===== src/logic/rrs_consts.svh =====
`ifndef RRS_CONSTS_SVH
`define RRS_CONSTS_SVH
// Opcode field positions and widths
`define RRS_OP_W 14
`define RRS_PC_W 13
`define RRS_DW 8
`define RRS_FA_W 7
`define RRS_DEPTH 8
`define RRS_SP_W 3
// Decoded instruction words (14-bit)
`define RRS_OPC_IDLE 14'h0000
`define RRS_OPC_RETI 14'h0009
`define RRS_OPC_RET 14'h0008
`define RRS_HI_RETK 4'hD
`define RRS_HI_ROTL 6'h0D
`define RRS_RETK_LSB 10
`define RRS_ROTL_LSB 8
`define RRS_PC_STEP 13'h0001
// Field positions
`define RRS_DSEL_BIT 7
`define RRS_GIE_BIT 7
`define RRS_ZERO_PC 13'h0000
`define RRS_ZERO_BYTE 8'h00
`define RRS_ZERO_SP 3'h0
`define RRS_ONE_SP 3'h1
`endif


===== src/logic/rrs_pkg.sv =====
package rrs_pkg;
    typedef enum logic [2:0] {
        RRS_NONE = 3'h0,
        RRS_IDLE = 3'h1,
        RRS_RETI = 3'h3,
        RRS_RET = 3'h2,
        RRS_RETK = 3'h6,
        RRS_ROTL = 3'h7
    } rrs_op_e;
    typedef enum logic {
        RRS_S_FIRST = 1'b0,
        RRS_S_SECOND = 1'b1
    } rrs_state_e;
endpackage : rrs_pkg


===== src/logic/rrs_decode.sv =====
`include "rrs_consts.svh"
module rrs_decode
    import rrs_pkg::*;
(
    // Instruction word in, operation out
    input wire logic [`RRS_OP_W-1:0] instr,
    output rrs_op_e op
);
    // Match the subset opcodes
    always_comb begin
        op = RRS_NONE;
        if (instr == `RRS_OPC_IDLE) begin
            op = RRS_IDLE;
        end else if (instr == `RRS_OPC_RETI) begin
            op = RRS_RETI;
        end else if (instr == `RRS_OPC_RET) begin
            op = RRS_RET;
        end else if (instr[`RRS_OP_W-1:`RRS_RETK_LSB] == `RRS_HI_RETK) begin
            op = RRS_RETK;
        end else if (instr[`RRS_OP_W-1:`RRS_ROTL_LSB] == `RRS_HI_ROTL) begin
            op = RRS_ROTL;
        end
    end
endmodule : rrs_decode


===== src/logic/rrs_core.sv =====
`include "rrs_consts.svh"
// Summary of operation
// - Return from interrupt pops stack into program counter over two cycles.
// - Return from interrupt also sets global_irq_enable.
// - Subroutine return pops stack into program counter, two cycles, flags untouched.
// - Return with immediate loads literal to accumulator, pops PC, two cycles.
// - Rotate left shifts operand up; old carry in, old top bit out.
// - Select 0 writes accumulator only; select 1 writes back the source register.
module rrs_core
    import rrs_pkg::*;
(
    // Clock and reset
    input wire logic clk,
    input wire logic resetn,
    // Instruction issue
    input wire logic instr_valid,
    input wire logic [`RRS_OP_W-1:0] instr,
    // Stack push from call or interrupt entry
    input wire logic push_en,
    input wire logic [`RRS_PC_W-1:0] push_addr,
    // Register file read data for the addressed operand
    input wire logic [`RRS_DW-1:0] file_rdata,
    // Status
    output logic busy,
    output logic [`RRS_PC_W-1:0] pc,
    output logic [`RRS_DW-1:0] acc,
    output logic carry,
    output logic global_irq_enable,
    output logic [`RRS_SP_W-1:0] stack_ptr,
    // Register file write
    output logic file_we,
    output logic [`RRS_FA_W-1:0] file_addr,
    output logic [`RRS_DW-1:0] file_wdata
);
    ////////////////////////////////////////////////////////////////////////
    rrs_op_e op;
    rrs_state_e state_q;
    logic [`RRS_PC_W-1:0] stack_q [`RRS_DEPTH];
    logic [`RRS_SP_W-1:0] sp_q;
    logic [`RRS_PC_W-1:0] pc_q;
    logic [`RRS_DW-1:0] acc_q;
    logic carry_q;
    logic gie_q;
    logic fwe_q;
    logic [`RRS_FA_W-1:0] faddr_q;
    logic [`RRS_DW-1:0] fwdata_q;
    logic [`RRS_DW-1:0] rot_d;
    logic [`RRS_SP_W-1:0] top_idx;
    logic start;
    logic is_return;

    rrs_decode u_dec (
        .instr(instr),
        .op(op)
    );

    // Accepted only when not in the second cycle
    assign start = instr_valid && (state_q == RRS_S_FIRST);
    assign is_return = (op == RRS_RETI) || (op == RRS_RET) || (op == RRS_RETK);
    assign top_idx = sp_q - `RRS_ONE_SP;
    assign rot_d = {file_rdata[`RRS_DW-2:0], carry_q};

    ////////////////////////////////////////////////////////////////////////
    // Two-cycle sequencer for returns
    always_ff @(posedge clk) begin
        if (!resetn) begin
            state_q <= RRS_S_FIRST;
        end else begin
            unique case (state_q)
                RRS_S_FIRST: begin
                    if (start && is_return) begin
                        state_q <= RRS_S_SECOND;
                    end
                end
                RRS_S_SECOND: begin
                    state_q <= RRS_S_FIRST;
                end
            endcase
        end
    end

    // Stack storage, pushed by the surrounding core
    always_ff @(posedge clk) begin
        // Push loses to a same-cycle pop
        if (push_en && !(start && is_return)) begin
            stack_q[sp_q] <= push_addr;
        end
    end

    // Stack pointer
    always_ff @(posedge clk) begin
        if (!resetn) begin
            sp_q <= `RRS_ZERO_SP;
        end else if (start && is_return) begin
            sp_q <= top_idx;
        end else if (push_en) begin
            sp_q <= sp_q + `RRS_ONE_SP;
        end
    end

    // Program counter
    always_ff @(posedge clk) begin
        if (!resetn) begin
            pc_q <= `RRS_ZERO_PC;
        end else if (start && is_return) begin
            pc_q <= stack_q[top_idx];
        end else if (start) begin
            pc_q <= pc_q + `RRS_PC_STEP;
        end
    end

    // Accumulator
    always_ff @(posedge clk) begin
        if (!resetn) begin
            acc_q <= `RRS_ZERO_BYTE;
        end else if (start && op == RRS_RETK) begin
            acc_q <= instr[`RRS_DW-1:0];
        end else if (start && op == RRS_ROTL && !instr[`RRS_DSEL_BIT]) begin
            acc_q <= rot_d;
        end
    end

    // Carry flag
    always_ff @(posedge clk) begin
        if (!resetn) begin
            carry_q <= 1'b0;
        end else if (start && op == RRS_ROTL) begin
            carry_q <= file_rdata[`RRS_DW-1];
        end
    end

    // Global interrupt enable
    always_ff @(posedge clk) begin
        if (!resetn) begin
            gie_q <= 1'b0;
        end else if (start && op == RRS_RETI) begin
            gie_q <= 1'b1;
        end
    end

    // Register file write back
    always_ff @(posedge clk) begin
        if (!resetn) begin
            fwe_q <= 1'b0;
            faddr_q <= `RRS_FA_W'(0);
            fwdata_q <= `RRS_ZERO_BYTE;
        end else begin
            fwe_q <= start && op == RRS_ROTL && instr[`RRS_DSEL_BIT];
            faddr_q <= instr[`RRS_FA_W-1:0];
            fwdata_q <= rot_d;
        end
    end

    // Outputs straight from flip-flops
    assign busy = state_q;
    assign pc = pc_q;
    assign acc = acc_q;
    assign carry = carry_q;
    assign global_irq_enable = gie_q;
    assign stack_ptr = sp_q;
    assign file_we = fwe_q;
    assign file_addr = faddr_q;
    assign file_wdata = fwdata_q;

    ////////////////////////////////////////////////////////////////////////
    // Checks
    chk_ret_two_cycle: assert property (@(posedge clk) disable iff (!resetn)
        (start && is_return) |=> busy ##1 !busy)
        else $error("return not two cycles");
    chk_reti_pc_load: assert property (@(posedge clk) disable iff (!resetn)
        (start && op == RRS_RETI) |=> pc_q == $past(stack_q[top_idx]))
        else $error("pc not loaded from stack top");
    chk_reti_gie_set: assert property (@(posedge clk) disable iff (!resetn)
        (start && op == RRS_RETI) |=> gie_q)
        else $error("interrupt enable not set");
    chk_ret_flags_kept: assert property (@(posedge clk) disable iff (!resetn)
        (start && op == RRS_RET) |=> $stable(carry_q) && $stable(acc_q) && busy)
        else $error("return altered flags");
    chk_retk_acc: assert property (@(posedge clk) disable iff (!resetn)
        (start && op == RRS_RETK) |=> acc_q == $past(instr[`RRS_DW-1:0]) && $stable(carry_q))
        else $error("literal not in accumulator");
    chk_rotl_carry: assert property (@(posedge clk) disable iff (!resetn)
        (start && op == RRS_ROTL) |=> carry_q == $past(file_rdata[`RRS_DW-1]))
        else $error("carry wrong after rotate");
    chk_rotl_acc_dest: assert property (@(posedge clk) disable iff (!resetn)
        (start && op == RRS_ROTL && !instr[`RRS_DSEL_BIT]) |=>
        acc_q == {$past(file_rdata[`RRS_DW-2:0]), $past(carry_q)} && !file_we)
        else $error("rotate to accumulator wrong");
    chk_rotl_file_dest: assert property (@(posedge clk) disable iff (!resetn)
        (start && op == RRS_ROTL && instr[`RRS_DSEL_BIT]) |=> file_we && $stable(acc_q))
        else $error("rotate write back wrong");
    chk_idle_quiet: assert property (@(posedge clk) disable iff (!resetn)
        (start && op == RRS_IDLE && !push_en) |=>
        pc_q == $past(pc_q) + `RRS_PC_STEP && $stable(acc_q) && $stable(carry_q) && !busy)
        else $error("idle changed state");
    // Sequencing and side effects
    chk_busy_holds_pc: assert property (@(posedge clk) disable iff (!resetn)
        busy |=> $stable(pc_q) && $stable(acc_q) && !busy)
        else $error("state moved in second cycle");
    chk_ret_sp_pop: assert property (@(posedge clk) disable iff (!resetn)
        (start && is_return) |=> stack_ptr == $past(sp_q) - `RRS_ONE_SP)
        else $error("stack not popped on return");
    chk_rotl_wdata: assert property (@(posedge clk) disable iff (!resetn)
        (start && op == RRS_ROTL && instr[`RRS_DSEL_BIT]) |=>
        file_wdata == {$past(file_rdata[`RRS_DW-2:0]), $past(carry_q)})
        else $error("rotate write data wrong");
    chk_idle_no_side: assert property (@(posedge clk) disable iff (!resetn)
        (start && op == RRS_IDLE && !push_en) |=> !file_we && $stable(sp_q) && $stable(gie_q))
        else $error("idle caused a side effect");
endmodule : rrs_core


===== config.mk =====
export PLATFORM = sky130hd
export DESIGN_NAME = rrs_core
export DESIGN_NICKNAME = d
export VERILOG_FILES = /design/src/logic/rrs_pkg.sv /design/src/logic/rrs_decode.sv /design/src/logic/rrs_core.sv
export VERILOG_INCLUDE_DIRS = /design/src /design/src/logic
export SDC_FILE = /design/constraint.sdc
export NUM_CORES = 1
export LEC_CHECK = 0
export ABC_AREA = 1
export ABC_CLOCK_PERIOD_IN_PS = 1860
export BUFFER_PORTS_ARGS = -buffer_cell sky130_fd_sc_hd__clkbuf_2
export CAP_MARGIN = 20
export CORE_MARGIN = 2
export CORE_UTILIZATION = 52
export CTS_BUF_LIST = sky130_fd_sc_hd__clkbuf_16
export CTS_CLUSTER_SIZE = 24
export DETAILED_ROUTE_END_ITERATION = 10
export PLACE_DENSITY = 0.79
export SYNTH_ARGS = -nofsm -noshare
export SYNTH_HDL_FRONTEND = slang
export SYNTH_SLANG_ARGS = --single-unit

===== constraint.sdc =====
create_clock -name clk -period 1.86 [get_ports clk]
set_input_delay 0.279 -clock clk [delete_from_list [all_inputs] [get_ports clk]]
set_output_delay 0.279 -clock clk [all_outputs]
set_load 0.05 [all_outputs]

==> flow_summary.ini, run 1 <==
[clock_tree]
htree_num_levels = 4
ctsHoldBuffers = 0
clk_pin_slew_ns = 0.06
insertion_delay_ns = 0.42
cts_buffers = 17
root_buffer = clkbuf_16
cts_sinks = 147
cts_buffer_depth = 2
cts-resized-gates = 0
cts_tree = yes
cts_setup_buffers = 0

[critical_path]
start_kind = flop
critPathMaxStageDelay_ns = 0.36
timing.critical_path.buf_inv = 3
cp-end-kind = flop
cp.required_ns = 2.20
path_cells = inv_2, ha_4, inv_2, buf_12, o21ai_0, o211ai_1, nand3_1, a31oi_1
crit_top_cell = inv_2
critical_path.max_fanout = 19
cp.depth = 8
cp.arrival_ns = 2.07
cp_top_family = compound AO/OA/AOI/OAI gates
crit_type = flop to flop
worst-r2r-cell-count = 8
cp_slowest_cell = dfxtp_4

[drt]
postRouteAntennaNets = 0
wirelength_um = 15390
drc = 0
viasPerCell = 5.528
dr.pass1.iters = 6
routedWlPerCell_um = 16.60
vias = 5124
drt_iter0_drc = 747

[final_layout]
syn2layout_area_growth_pct = 23.29
utilization_pct = 65.35
fin_nets = 809
antenna_cells = 0
drive_gt1_share_pct = 22.31

[global_route]
gr-usage-all-layers_pct = 24.23
grt_pass1_vias = 4764
gr-total-overflow = 0
antenna_found_initial = 0
grt_pass1_wl_um = 23940
grt_max_degree = 60

[sta]
timing.final.crit_period_ns = 1.734
rsz0062_at_grt = false
fmax_ghz = 0.5768
tightestPinTransition_ns = 0.5944
timing.slew.headroom_pct = 60.33
hold_viol_final = 0
finClkSkew_ns = 0.009961
post-route-period-util_pct = 93.21
setup_violations = 0
finalMaxSlewViolations = 0

[die]
pin_count = 82
core_area_um2 = 11960
start_util_pct = 53.00
die_area_um2 = 13090
die_w_um = 114.4
fp-row-count = 40
die_y_um = 114.4

[yosys]
syn_area_um2 = 6340
synthCells = 664
async_reset_ff_share_pct = 0
synthFlopType = edfxtp_1
synth_most_common_cell = nand2_1
syn-num-nets = 706
synth-edff-count = 104
ys_top_cells_by_count = nand2_1 (206), edfxtp_1 (104), nor2_1 (62), inv_1 (61), nand3_1 (54)
synth_seq_cells = 147
synthTopCellsByArea = edfxtp_1 (49%), dfxtp_1 (14%), nand2_1 (12%)
yosys_warnings = 0
yosys.area.top_type = edfxtp_1
syn_area_per_cell_um2 = 9.548
yosysTopAreaCellShare_pct = 49.26
seq_area_frac_synth_pct = 62.84
synth_cell_types = 34

[power_and_ir_drop]
clkPwrFrac_pct = 40.9
seq_power_share_pct = 45.4
power.switching_mw = 2.205
power_leakage_nw = 3.405
switching_share_pct = 27.45
total_power_mw = 8.031
p_int_mw = 5.827
ir_drop_uv = 663.6
powerDensity_nw_per_um2 = 1028
comb_power_share_pct = 13.7

[placed_design]
io_buffer_count = 81
gp_routability_congestion = 0.8785
dp_hpwl_um = 10530

[outcome]
status = completed

[job]
cap_violations = 0

[hold_path]
whs_path_depth = 3
hold_path.class = input port to flop
-- cells by family after synthesis --
group	after synthesis	share of synthesized area (%)
AO/OA/AOI/OAI	67	6.197
XOR/XNOR	9	1.362
adder cells (fa/ha/maj)	3	0.5921
buffers and inverters	94	6.197
flip-flops	147	62.84
AND/OR/NAND/NOR	344	22.81
-- placed cells by master, fill, tap and decap left out, drive strengths merged, types with 2 or more instances in the layout --
| master | instances |
|---|---|
| clkinvlp | 3 |
| o21a | 2 |
| dfxtp | 43 |
| nand3 | 55 |
| nand4 | 8 |
| nor3 | 4 |
| nor2 | 65 |
| xnor2 | 2 |
| ha | 3 |
| clkbuf | 98 |
| a21oi | 20 |
| xor2 | 7 |
| o21ai | 29 |
| o211a | 5 |
| o211ai | 8 |
| buf | 29 |
| inv | 76 |
| clkinv | 3 |
| nand2 | 211 |
| edfxtp | 104 |
| o22ai | 2 |
-- sequential cells by signal (all words and copies together) (netlist names) --
signal,cells
stack_ptr,3
carry,1
stack_q,104
file_we,1
global_irq_enable,1
file_addr,7
busy,1
acc,8
pc,13
file_wdata,8
-- layer usage --
layer | track usage [%] | wire (um) | vias to the layer above
li1 | - | - | 2400
met4 | 10.57 | 437 | 0
met2 | 38.11 | 7220 | 291
met1 | 32.72 | 6500 | 2399
met3 | 5.082 | 1230 | 34
met5 | 0 | 0 | -
-- power groups by stage --
stage / logic [mW] / registers (mW) / clock network, mW
final: 1.10 / 3.64 / 3.29
after global routing: 1.19 / 3.65 / 3.44
after CTS: 1.09 / 3.64 / 3.31
after detailed placement: 1.08 / 3.71 / 0
after global placement: 1.06 / 3.71 / 0
after floorplan: 0.542 / 3.85 / 0
-- worst paths after layout --
kind	from	to	slack, ns
hold / removal	file_rdata[4]	file_wdata[5]$_SDFF_PN0_	0.06
setup reg to reg	stack_ptr[0]$_SDFFE_PN0P_	pc[12]$_SDFFE_PN0P_	0.13
setup / recovery	stack_ptr[0]$_SDFFE_PN0P_	pc[12]$_SDFFE_PN0P_	0.13
hold reg to reg	carry$_SDFFE_PN0P_	file_wdata[0]$_SDFF_PN0_	0.47
-- layout make-up --
type,count,area (um^2)
timing repair buffer,110,777.0
multi-input combinational,423,2036
inverter,68,257.7
fill,887,4145
clock buffer,17,425.4
tap,147,183.9
clock inverter,15,146.4
sequential,147,3990
-- per-stage QoR --
step                      hold WS [ns]  worst slack (ns)  setup TNS [ns]  instance area, um^2  std cells
after floorplan                 0.3725           0.01005               0                 6427        664
after global placement          0.4425           0.03652               0                 7241        895
after detailed placement        0.4407          -0.07940          -7.601                 7241        895
after CTS                      0.04918           0.08773               0                 7812        927
after global routing           0.06959           0.01942               0                 7816        927
final                          0.05695            0.1263               0                 7816        927
-- worst register-to-register path: stages, from the launching register on --
cell	delay [ns]
dfxtp_4	0.36
inv_2	0.06
ha_4	0.25
inv_2	0.11
buf_12	0.16
o21ai_0	0.13
o211ai_1	0.30
nand3_1	0.13
a31oi_1	0.16
Note: power is estimated with default switching activity, not from simulation.
==> run 2, diff against run 1 <==
Settings changed: ABC_AREA 1 to default, CORE_UTILIZATION 52 to 51, PLACE_DENSITY 0.79 to 0.78.
==> run 2 against run 1 <==
Effect of this change:
- the flow now finishes with violations (setup timing)
- clock skew fell by 0.0021 ns
- critical path depth fell by 1
- clock-buffer cell count did not move
- via count fell by 22%
- setup slack got worse by 0.44 ns
- first-iteration DRC count fell by 56%
- clock power rose by 2%
- total power rose by 2.0%
- fmax fell by 20%
- die area fell by 2.8%
- global-route usage fell by 1.9 points
==> flow_summary.ini, run 2 <==
[outcome]
status = finished with violations
violations = setup timing

[critical_path]
cp.arrival_ns = 2.45
regToRegStartpoint = stack_ptr[0]$_SDFFE_PN0P_
critPathMaxStageDelay_ns = 0.50
critical_path.max_fanout = 6
cp-end-kind = flop
start_kind = flop
path_cells = inv_8, ha_4, buf_12, mux4_2, mux2_4, mux2i_2, o22ai_1
cp.required_ns = 2.14
r2r_setup_slack_ns = -0.31
reg2reg_to = pc[4]$_SDFFE_PN0P_
crit_type = flop to flop
cp_slowest_cell = mux4_2
worst-r2r-cell-count = 7

[drt]
postRouteAntennaNets = 0
wirelength_um = 13920
viasPerCell = 5.833
dr.pass1.iters = 4
vias = 3984
drt_iter0_drc = 332
routedWlPerCell_um = 20.39
drc = 0

[final_layout]
fin_nets = 569
drive_gt1_share_pct = 45.56
regMostFlops = stack_q
postLayoutCellArea_um2 = 7928
layout_common_cells = edfxtp_1 (104), clkbuf_2 (81), buf_4 (42), dfxtp_1 (40), mux4_2 (26)
largest_reg_flops = 104
final_common_cell = edfxtp_1
syn2layout_area_growth_pct = 31.34
antenna_cells = 0
stdcell_count = 683

[clock_tree]
cts_tree = yes
insertion_delay_ns = 0.42
clk_pin_slew_ns = 0.06
root_buffer = clkbuf_16
htree_num_levels = 4
ctsHoldBuffers = 0
cts_buffers = 17
cts_sinks = 147
cts_buffer_depth = 2

[die]
pin_count = 82
die_area_um2 = 12720
fp-row-count = 39
core_area_um2 = 11470
start_util_pct = 52.64
die_y_um = 112.8
die_w_um = 112.8

[yosys]
ys_top_cells_by_count = edfxtp_1 (104), dfxtp_1 (43), mux4_2 (26), nand2_1 (26), nor2_1 (26)
syn-num-nets = 431
yosysTopAreaCellShare_pct = 51.74
synthFlopType = edfxtp_1
syn_area_per_cell_um2 = 15.52
synth_cell_types = 46
yosys.area.top_type = edfxtp_1
yosys_warnings = 0
synth-edff-count = 104
synth_most_common_cell = edfxtp_1
synthTopCellsByArea = edfxtp_1 (52%), dfxtp_1 (14%), mux4_2 (9.7%)
seq_area_frac_synth_pct = 66.00
synthCells = 389
synth_seq_cells = 147
async_reset_ff_share_pct = 0
syn_area_um2 = 6036

[power_and_ir_drop]
powerDensity_nw_per_um2 = 1033
switching_share_pct = 24.81
seq_power_share_pct = 44.5
clkPwrFrac_pct = 41.0
ir_drop_uv = 829.4
p_int_mw = 6.157
comb_power_share_pct = 14.5
power_leakage_nw = 2.965
total_power_mw = 8.188
power.switching_mw = 2.031

[global_route]
gr-total-overflow = 0
gr-usage-all-layers_pct = 22.36
grt_pass1_vias = 3925
antenna_found_initial = 0
grt_pass1_wl_um = 21420
grt_max_degree = 23

[sta]
tightestPinTransition_ns = 0.4445
timing.final.crit_period_ns = 2.169
fmax_ghz = 0.4611
finClkSkew_ns = 0.007851
fin_ws_ns = -0.3089
timing.slew.headroom_pct = 70.29
setup_violations = 13
post-route-period-util_pct = 116.6
rsz0062_at_grt = true
finalMaxSlewViolations = 0
hold_viol_final = 0

[hold_path]
hold_path_end = file_wdata[1]$_SDFF_PN0_
whs_path_depth = 2
hold_path.class = input port to flop
min_from = file_rdata[0]

[placed_design]
dp_hpwl_um = 8581
placed_cells = 635
place_area_um2 = 7043
gp_routability_congestion = 0.8033
io_buffer_count = 81

[job]
cap_violations = 0
-- run 2: stage by stage --
step           hold WS, ns  setup TNS [ns]  utilization (%)  worst slack, ns
6_report           0.08353          -2.277            69.13          -0.3089
3_5_place_dp        0.4734          -41.33            61.42          -0.6240
3_3_place_gp        0.4668          -36.18            61.42          -0.5893
4_1_cts            0.06801          -2.099            68.06          -0.2402
2_1_floorplan       0.3779          -29.79                -          -0.5369
5_1_grt            0.08516          -2.973            69.13          -0.3224
-- run 2: layer usage --
layer / share of wire, % / GRT usage, %
met1: 40 / 27.76
met2: 51 / 37.17
met3: 6.3 / 4.981
met4: 2.8 / 11.30
met5: 0 / 0
-- run 2: cell type report --
class	count	area [um^2]
Inverter	4	22.52
Timing Repair Buffer	141	1045
Clock inverter	15	157.7
Tap cell	143	178.9
Clock buffer	17	425.4
Multi-Input combinational cell	216	2108
Fill cell	710	3540
Sequential cell	147	3990
-- run 2: repair_timing --
item	CTS	global route
setup buffers	8	8
resized for setup	18	12
gates cloned	1	0
pin swaps	7	11
setup endpoints to repair	51	80
-- run 2: cell families after synthesis --
kind of cell | synth area share (%)
AOI/OAI and AO/OA | 5.867
DFF | 66.00
muxes | 15.09
and+or+nand+nor | 9.390
adders and majority gates | 0.6220
buffers and inverters | 2.612
xor gates and xnor gates | 0.4147
-- run 2: worst max path at each step --
| stage | end | cells after the start | slack, ns | start |
|---|---|---|---|---|
| after CTS | pc[5]$_SDFFE_PN0P_ | 7 | -0.24 | stack_ptr[0]$_SDFFE_PN0P_ |
| after global placement | stack_q[6][8]$_DFFE_PP_ | 6 | -0.59 | instr[9] |
| after floorplan | pc[8]$_SDFFE_PN0P_ | 10 | -0.54 | stack_ptr[0]$_SDFFE_PN0P_ |
| after global routing | pc[4]$_SDFFE_PN0P_ | 7 | -0.32 | stack_ptr[0]$_SDFFE_PN0P_ |
| after detailed placement | stack_q[6][8]$_DFFE_PP_ | 6 | -0.62 | instr[9] |
| final | pc[4]$_SDFFE_PN0P_ | 7 | -0.31 | stack_ptr[0]$_SDFFE_PN0P_ |
-- run 2: power by group through the flow --
stage               clock (mW)  sequential, mW  combinational (mW)
floorplan                    0            3.83               0.564
global placement             0            3.70               0.997
detailed placement           0            3.71                1.02
CTS                       3.38            3.64                1.16
global route              3.52            3.65                1.25
finish                    3.36            3.64                1.19
-- run 2: critical path, delay by kind of cell, from the launching register on --
family                   cells  cell delay [ns]
multiplexers                 3             1.01
flip-flops                   1             0.39
adder cells (fa/ha/maj)      1             0.32
buffers and inverters        2             0.19
AO/OA/AOI/OAI                1             0.13
